## config.mk

```make
export PLATFORM = sky130hd
export DESIGN_NAME = bof_bit_ops_flag_unit
export DESIGN_NICKNAME = d
export VERILOG_FILES = /design/src/inc/bof_pkg.sv /design/src/core/bof_bit_ops_flag_unit.sv /design/src/core/bof_nvm_stall.sv /design/src/core/bof_shift_unit.sv
export SDC_FILE = /design/constraint.sdc
export NUM_CORES = 1
export LEC_CHECK = 0
export BUFFER_PORTS_ARGS = -buffer_cell sky130_fd_sc_hd__buf_2
export CAP_MARGIN = 20
export CORE_MARGIN = 8
export CORE_UTILIZATION = 35
export DETAILED_ROUTE_END_ITERATION = 12
export GPL_TIMING_DRIVEN = 1
export HOLD_SLACK_MARGIN = 0.03
export PLACE_DENSITY = 0.59
export SLEW_MARGIN = 20
export SYNTH_ARGS = -nofsm -noshare
export SYNTH_HDL_FRONTEND = slang
export SYNTH_SLANG_ARGS = --single-unit
```

## constraint.sdc

```tcl
create_clock -name I_CLK -period 4.56 [get_ports I_CLK]
set_input_delay 0.912 -clock I_CLK [delete_from_list [all_inputs] [get_ports I_CLK]]
set_output_delay 0.912 -clock I_CLK [all_outputs]
set_load 0.1 [all_outputs]
```

## src/inc/bof_pkg.sv

```systemverilog
package bof_pkg;

  // Operation codes from the decoder
  typedef enum logic [3:0] {
    OP_NOP,
    OP_LOGICAL_LEFT_SHIFT,
    OP_LOGICAL_RIGHT_SHIFT,
    OP_ROTATE_LEFT_VIA_CARRY,
    OP_ROTATE_RIGHT_VIA_CARRY,
    OP_ARITH_RIGHT_SHIFT,
    OP_NIBBLE_SWAP,
    OP_IO_BIT_SET,
    OP_IO_BIT_CLEAR,
    OP_REG_BIT_TO_TRANSFER_FLAG,
    OP_TRANSFER_FLAG_TO_REG_BIT,
    OP_STATUS_BIT_SET,
    OP_STATUS_BIT_CLEAR,
    OP_BREAK,
    OP_SLEEP,
    OP_WATCHDOG_RESET
  } bof_op_t;

  // Status flag bit positions
  localparam logic [2:0] FLG_C = 3'h0;
  localparam logic [2:0] FLG_Z = 3'h1;
  localparam logic [2:0] FLG_N = 3'h2;
  localparam logic [2:0] FLG_V = 3'h3;
  localparam logic [2:0] FLG_S = 3'h4;
  localparam logic [2:0] FLG_H = 3'h5;
  localparam logic [2:0] FLG_T = 3'h6;
  localparam logic [2:0] FLG_I = 3'h7;

  localparam logic [7:0] FLAGS_RST = 8'h00;

  // Register port map
  localparam logic [3:0] REG_STATUS_FLAGS = 4'h0;
  localparam logic [3:0] REG_LAST_STALL   = 4'h1;
  localparam logic [3:0] REG_STALL_STATE  = 4'h2;

  // Least extra cycles for a nonvolatile-memory data access
  localparam logic [7:0] SLOW_EXTRA_MIN = 8'h01;
  localparam logic [7:0] STALL_CNT_RST = 8'h00;

  typedef struct packed {
    bof_op_t    op;
    logic [7:0] rd_val;
    logic [2:0] bit_sel;
    logic [4:0] io_addr;
    logic [7:0] io_val;
  } bof_req_t;

  typedef struct packed {
    logic       rd_we;
    logic [7:0] rd_val;
    logic       io_we;
    logic [4:0] io_addr;
    logic [7:0] io_val;
  } bof_res_t;

endpackage : bof_pkg

```

## src/core/bof_bit_ops_flag_unit.sv

```systemverilog
`timescale 1ns/10ps
`default_nettype none
module bof_bit_ops_flag_unit
  import bof_pkg::*;
(
  // Clock and reset
  input  wire logic       I_CLK,
  input  wire logic       I_RST,
  // Operation request
  input  wire logic       I_OP_VALID,
  input  wire bof_req_t   I_OP,
  output logic            O_OP_READY,
  // Operation result
  output bof_res_t        O_RES,
  output logic [7:0]      O_FLAGS,
  output logic            O_BREAK,
  output logic            O_SLEEP,
  output logic            O_WDR,
  // Data access through nonvolatile memory
  input  wire logic       I_MEM_REQ,
  input  wire logic       I_MEM_SLOW,
  input  wire logic       I_CTRL_BUSY,
  input  wire logic       I_CTRL_CONTEND,
  output logic            O_STALL,
  // Register port
  input  wire logic [3:0] I_REG_ADDR,
  input  wire logic [7:0] I_REG_WDATA,
  input  wire logic       I_REG_WR,
  input  wire logic       I_REG_RD,
  output logic [7:0]      O_REG_RDATA
);

  logic [7:0] flags_q;
  logic [7:0] flags_d;
  logic [7:0] sh_val;
  logic       sh_carry;
  logic       sh_half;
  logic       op_take;
  logic       stall;
  logic [7:0] last_stall;
  bof_res_t   res_d;

  assign op_take    = I_OP_VALID & ~stall;
  assign O_OP_READY = ~stall;
  assign O_STALL    = stall;
  assign O_FLAGS    = flags_q;

  bof_shift_unit u_shift (
    .i_op    (I_OP.op),
    .i_val   (I_OP.rd_val),
    .i_carry (flags_q[FLG_C]),
    .o_val   (sh_val),
    .o_carry (sh_carry),
    .o_half  (sh_half)
  );

  bof_slow_stall u_stall (
    .i_clk          (I_CLK),
    .i_rst          (I_RST),
    .i_mem_req      (I_MEM_REQ),
    .i_mem_slow     (I_MEM_SLOW),
    .i_ctrl_busy    (I_CTRL_BUSY),
    .i_ctrl_contend (I_CTRL_CONTEND),
    .o_stall       (stall),
    .o_last_stall  (last_stall)
  );

  // Next status flags; the flag bits an operation updates override a software write
  always_comb begin
    flags_d = flags_q;
    if (I_REG_WR && I_REG_ADDR == REG_STATUS_FLAGS) begin
      flags_d = I_REG_WDATA;
    end
    if (op_take) begin
      case (I_OP.op)
        OP_LOGICAL_LEFT_SHIFT, OP_ROTATE_LEFT_VIA_CARRY: begin
          flags_d[FLG_C] = sh_carry;
          flags_d[FLG_Z] = (sh_val == 8'h00);
          flags_d[FLG_N] = sh_val[7];
          flags_d[FLG_V] = sh_val[7] ^ sh_carry;
          flags_d[FLG_H] = sh_half;
        end
        OP_LOGICAL_RIGHT_SHIFT, OP_ROTATE_RIGHT_VIA_CARRY,
        OP_ARITH_RIGHT_SHIFT: begin
          flags_d[FLG_C] = sh_carry;
          flags_d[FLG_Z] = (sh_val == 8'h00);
          flags_d[FLG_N] = sh_val[7];
          flags_d[FLG_V] = sh_val[7] ^ sh_carry;
        end
        OP_REG_BIT_TO_TRANSFER_FLAG: begin
          flags_d[FLG_T] = I_OP.rd_val[I_OP.bit_sel];
        end
        OP_STATUS_BIT_SET: begin
          flags_d[I_OP.bit_sel] = 1'b1;
        end
        OP_STATUS_BIT_CLEAR: begin
          flags_d[I_OP.bit_sel] = 1'b0;
        end
        default: begin
          flags_d = flags_d;
        end
      endcase
    end
  end

  always_ff @(posedge I_CLK) begin
    if (I_RST) begin
      flags_q <= FLAGS_RST;
    end else begin
      flags_q <= flags_d;
    end
  end

  // Register and I/O write-back
  always_comb begin
    res_d         = '0;
    res_d.io_addr = I_OP.io_addr;
    res_d.io_val  = I_OP.io_val;
    res_d.rd_val  = sh_val;
    if (op_take) begin
      case (I_OP.op)
        OP_LOGICAL_LEFT_SHIFT, OP_LOGICAL_RIGHT_SHIFT,
        OP_ROTATE_LEFT_VIA_CARRY, OP_ROTATE_RIGHT_VIA_CARRY,
        OP_ARITH_RIGHT_SHIFT, OP_NIBBLE_SWAP: begin
          res_d.rd_we = 1'b1;
        end
        OP_IO_BIT_SET: begin
          res_d.io_we                = 1'b1;
          res_d.io_val[I_OP.bit_sel] = 1'b1;
        end
        OP_IO_BIT_CLEAR: begin
          res_d.io_we                = 1'b1;
          res_d.io_val[I_OP.bit_sel] = 1'b0;
        end
        OP_TRANSFER_FLAG_TO_REG_BIT: begin
          res_d.rd_we                = 1'b1;
          res_d.rd_val               = I_OP.rd_val;
          res_d.rd_val[I_OP.bit_sel] = flags_q[FLG_T];
        end
        default: begin
          res_d.rd_we = 1'b0;
        end
      endcase
    end
  end

  always_ff @(posedge I_CLK) begin
    if (I_RST) begin
      O_RES <= '0;
    end else begin
      O_RES <= res_d;
    end
  end

  // Control pulses toward debug, sleep and watchdog logic
  always_ff @(posedge I_CLK) begin
    if (I_RST) begin
      O_BREAK <= 1'b0;
      O_SLEEP <= 1'b0;
      O_WDR   <= 1'b0;
    end else begin
      O_BREAK <= op_take && (I_OP.op == OP_BREAK);
      O_SLEEP <= op_take && (I_OP.op == OP_SLEEP);
      O_WDR   <= op_take && (I_OP.op == OP_WATCHDOG_RESET);
    end
  end

  // Register read data, one cycle after the strobe
  always_ff @(posedge I_CLK) begin
    if (I_RST) begin
      O_REG_RDATA <= 8'h00;
    end else if (I_REG_RD) begin
      case (I_REG_ADDR)
        REG_STATUS_FLAGS: O_REG_RDATA <= flags_q;
        REG_LAST_STALL:   O_REG_RDATA <= last_stall;
        REG_STALL_STATE:  O_REG_RDATA <= {7'h00, stall};
        default:          O_REG_RDATA <= 8'h00;
      endcase
    end else begin
      O_REG_RDATA <= 8'h00;
    end
  end

  // Helper copies of the accepted operation
  logic       take_q;
  bof_req_t   req_q;
  logic [7:0] pre_q;

  always_ff @(posedge I_CLK) begin
    if (I_RST) begin
      take_q <= 1'b0;
      req_q  <= '0;
      pre_q  <= FLAGS_RST;
    end else begin
      take_q <= op_take && !(I_REG_WR && I_REG_ADDR == REG_STATUS_FLAGS);
      req_q  <= I_OP;
      pre_q  <= flags_q;
    end
  end
endmodule : bof_bit_ops_flag_unit
`default_nettype wire

```

## src/core/bof_nvm_stall.sv

```systemverilog
`timescale 1ns/10ps
`default_nettype none
module bof_slow_stall
  import bof_pkg::*;
(
  // Clock and reset
  input  wire logic       i_clk,
  input  wire logic       i_rst,
  // Access request
  input  wire logic       i_mem_req,
  input  wire logic       i_mem_slow,
  input  wire logic       i_ctrl_busy,
  input  wire logic       i_ctrl_contend,
  // Status
  output logic            o_stall,
  output logic [7:0]      o_last_stall
);

  typedef enum logic [1:0] {ST_IDLE, ST_MIN, ST_HOLD} bof_stall_st_t;

  bof_stall_st_t st_q;
  logic [7:0]    min_q;
  logic [7:0]    cnt_q;
  logic          hold_on;

  assign hold_on = i_ctrl_busy | i_ctrl_contend;
  assign o_stall = (st_q != ST_IDLE);

  always_ff @(posedge i_clk) begin
    if (i_rst) begin
      st_q  <= ST_IDLE;
      min_q <= STALL_CNT_RST;
    end else begin
      case (st_q)
        ST_IDLE: begin
          if (i_mem_req && i_mem_slow) begin
            st_q  <= ST_MIN;
            min_q <= SLOW_EXTRA_MIN - 8'h01;
          end
        end
        ST_MIN: begin
          if (min_q != 8'h00) begin
            min_q <= min_q - 8'h01;
          end else if (hold_on) begin
            st_q <= ST_HOLD;
          end else begin
            st_q <= ST_IDLE;
          end
        end
        ST_HOLD: begin
          if (!hold_on) begin
            st_q <= ST_IDLE;
          end
        end
        default: begin
          st_q <= ST_IDLE;
        end
      endcase
    end
  end

  // Length of the current and last stall
  always_ff @(posedge i_clk) begin
    if (i_rst) begin
      cnt_q        <= STALL_CNT_RST;
      o_last_stall <= STALL_CNT_RST;
    end else if (o_stall) begin
      cnt_q <= cnt_q + 8'h01;
    end else if (cnt_q != 8'h00) begin
      o_last_stall <= cnt_q;
      cnt_q        <= STALL_CNT_RST;
    end
  end

endmodule : bof_slow_stall
`default_nettype wire

```

## src/core/bof_shift_unit.sv

```systemverilog
`timescale 1ns/10ps
`default_nettype none
module bof_shift_unit
  import bof_pkg::*;
(
  // Operand
  input  wire bof_op_t    i_op,
  input  wire logic [7:0] i_val,
  input  wire logic       i_carry,
  // Result
  output logic [7:0]      o_val,
  output logic            o_carry,
  output logic            o_half
);

  always_comb begin
    o_val   = i_val;
    o_carry = i_carry;
    o_half  = i_val[3];
    case (i_op)
      OP_LOGICAL_LEFT_SHIFT: begin
        o_val   = {i_val[6:0], 1'b0};
        o_carry = i_val[7];
      end
      OP_LOGICAL_RIGHT_SHIFT: begin
        o_val   = {1'b0, i_val[7:1]};
        o_carry = i_val[0];
      end
      OP_ROTATE_LEFT_VIA_CARRY: begin
        o_val   = {i_val[6:0], i_carry};
        o_carry = i_val[7];
      end
      OP_ROTATE_RIGHT_VIA_CARRY: begin
        o_val   = {i_carry, i_val[7:1]};
        o_carry = i_val[0];
      end
      OP_ARITH_RIGHT_SHIFT: begin
        o_val   = {i_val[7], i_val[7:1]};
        o_carry = i_val[0];
      end
      OP_NIBBLE_SWAP: begin
        o_val = {i_val[3:0], i_val[7:4]};
      end
      default: begin
        o_val = i_val;
      end
    endcase
  end

endmodule : bof_shift_unit
`default_nettype wire

```

==> results.md <==
* Combinational power share at 28.0%
* Critical path startpoint category: flop
* Area Overhead vs Synth at 18.5%
* RR Startpoint: u_stall.cnt_q[0]
* Register area at 1360 µm²
* Post-synth top area cell: dfxtp_1
* F_max at 0.340 GHz
* Final hold violation count at 0
* Post-synth cell types at 70
* Final Wtd Congestion at 0.857
* Post-Syn Instances at 450
* Post-synthesis sequential area ratio at 36.6%
* Clock root cell: clkbuf_8
* Max Slew Vio Count at 0
* DR WL/cell at 16.8 µm
* Worst path slowest cell: buf_2
* Post-synthesis register bit count at 68
* Worst reg-to-reg path cell count at 7
* Core area at 10300 µm²
* Leakage at 1.81 nW
* Post-synth top area share at 36.6%
* Yosys warning count at 0
* Clk buf depth at 2
* CTS HTree Levels at 3
* Num rows at 37
* Drt total wl at 11100 µm
* Pint at 1.09 mW
* Hold Path Cell Cnt at 2
* Tmin final at 2.94 ns
* Synth Net Count at 503
* Count of nets after finishing at 574
* DR vias at 3598
* Die area at 14200 µm²
* Hold Crit Class: flop to flop
* Drt drc at 0
* Initial DRC Count at 255
* Max cap viols at 0
* Slew HR at 33.5%
* Initial antenna violation count at 0
* Die Wd at 119 µm
* Die H at 119 µm
* Gr ovfl total at 0
* Clk sink count at 68
* Mapped Avg Cell Area at 8.27 µm²
* Crit share post-route at 64.6%
* Max Clock Skew at 0.0105 ns
* Post-cts resize count at 0
* DRT Pass-1 Iters at 5
* Fill cell count at 1062
* Post-cts hold buffer count at 0
* Outcome: finished, final reports clean
* Asr flop ratio synth at 0%
* Max rail drop VDD at 0.000128 V
* CP Cell Sequence: or2_2, inv_1, buf_2
* Syn Std Cell Area at 3720 µm²
* Vias per Instance at 5.44
* WP data arrival at 2.03 ns
* Setup TNS at 0 ns
* Hold Path Sink: u_stall.o_last_stall[2]
* Top post-synthesis cells by area: dfxtp_1 37%, nor2_1 5.3%, mux2i_1 4.0%
* Sw Share at 36.0%
* Final Power at 1.70 mW
* Reg2reg setup slack at 2.39 ns
* Post-route antenna net violation count at 0
* Hold slack at 0.459 ns
* Setup CP Type: flop to primary output
* Clock latency on the worst-skew pair at 0.35 ns
* Ratio of cells with drive above 1 in the final layout at 24.2%
* Reg power frac at 39.4%
* Power density over the cells at 385 nW/µm²
* First-pass GRT wire length at 18100 µm
* DP HPWL at 8290 µm
* Tightest Pin Transition at 0.997 ns
* WP depth at 3
* Most frequent cells in the layout: 92 x buf_2, 68 x dfxtp_1, 53 x nor2_1
* Top FF cell, synth: dfxtp_1
* Worst-path clk slew at 0.08 ns
* Multi-input logic area at 2130 µm²
* PortBufs at 92
* CP Buf/Inv Count at 2
* Starting density of the core at 36.1%
* Number of buffers created by CTS at 9
* Critical path peak fanout at 15
* Commonest non-fill, non-tap cell in the layout: buf_2
* Worst reg2reg endpoint: u_stall.o_last_stall[0]
* Clock power share at 32.6%
* Final setup violation count at 0
* Critical Path Sink Type: primary output
* Ports at 93
* RSZ-0062 raised after global routing: false
* CP peak stage delay at 0.52 ns
* Setup Buffers After CTS at 0
* Top delay family on crit path: buffers and inverters
* CTS tree: done
* Largest net degree at the start of global routing at 55
* Psw at 0.611 mW
* Min-delay src: u_stall.o_last_stall[2]
* Required @ worst endpoint at 3.65 ns
* GRT Total Usage at 15.6%
* Post-synth EDFFs at 0
* Vias in the first global route at 3614
* # diodes at 0
-- cells in the mapped netlist (6+ instances only) --
master,instances
a211oi_1,9
a21oi_1,26
a22oi_1,10
a32oi_1,6
buf_2,9
clkbuf_1,16
dfxtp_1,68
inv_1,18
mux2i_1,15
nand2_1,38
nand3_1,15
nor2_1,53
nor2b_1,12
o21ai_0,22
or3_1,9
xor2_1,9
-- power groups by stage --
stage                     Clock, mW  Combinational, mW  Sequential, mW
after floorplan                   0              0.261           0.792
after global placement            0              0.468           0.681
after detailed placement          0              0.471           0.683
after CTS                     0.569              0.473           0.669
after global routing          0.591              0.515           0.674
final                         0.554              0.475           0.668
-- worst min-delay path: stages (launching register included) --
cell     delay (ns)
dfxtp_1        0.31
nand2_1        0.05
a21oi_1        0.05
-- area by class of cell --
cell class,instances,share of cell area (%)
Inverter,18,1.53
Tap cell,136,3.86
Sequential cell,68,30.9
Multi-Input combinational cell,331,48.3
Timing Repair Buffer,93,10.6
Clock buffer,11,3.21
Clock inverter,4,1.67
-- sequential cells by signal (all words and copies together), names as in the netlist --
name                  flops
O_RES                    23
O_FLAGS                   8
O_REG_RDATA               8
u_stall.cnt_q             8
u_stall.min_q             8
u_stall.o_last_stall      8
u_stall.st_q              2
O_BREAK                   1
O_SLEEP                   1
O_WDR                     1
-- cell families after synthesis --
group	synth area share (%)
simple gates	26.1
compound gates	22.1
buf+inv	6.25
xor+xnor	2.35
fa+ha+maj	1.34
mux	5.24
flops	36.6
-- per-stage QoR --
step	instances	worst slack (ns)	util (%)	cell area [µm²]
after floorplan	450	1.09	-	3720
after global placement	646	1.71	40.6	4200
after detailed placement	646	1.63	40.6	4200
after CTS	661	1.59	42.7	4410
after global routing	661	1.51	42.7	4410
final	661	1.62	42.7	4410
-- worst max path at each step --
stage,from,to,slack (ns)
finish,u_stall.st_q[1],O_OP_READY,1.62
detailed placement,I_OP[24],O_FLAGS[1],1.63
global route,u_stall.st_q[1],O_OP_READY,1.51
floorplan,u_stall.st_q[1],O_OP_READY,1.09
global placement,I_OP[24],O_FLAGS[1],1.71
CTS,u_stall.st_q[1],O_OP_READY,1.59
-- layer usage --
metal  share of wire, %  vias to the layer above  global-route usage, %
met5                  0                        -                      0
met4                1.8                        0                   7.51
met1                 45                     1672                   19.6
met2                 45                      145                   24.1
li1                   -                     1764                      -
met3                8.2                       17                   4.53
No activity file was read; power rests on OpenSTA's default activity.
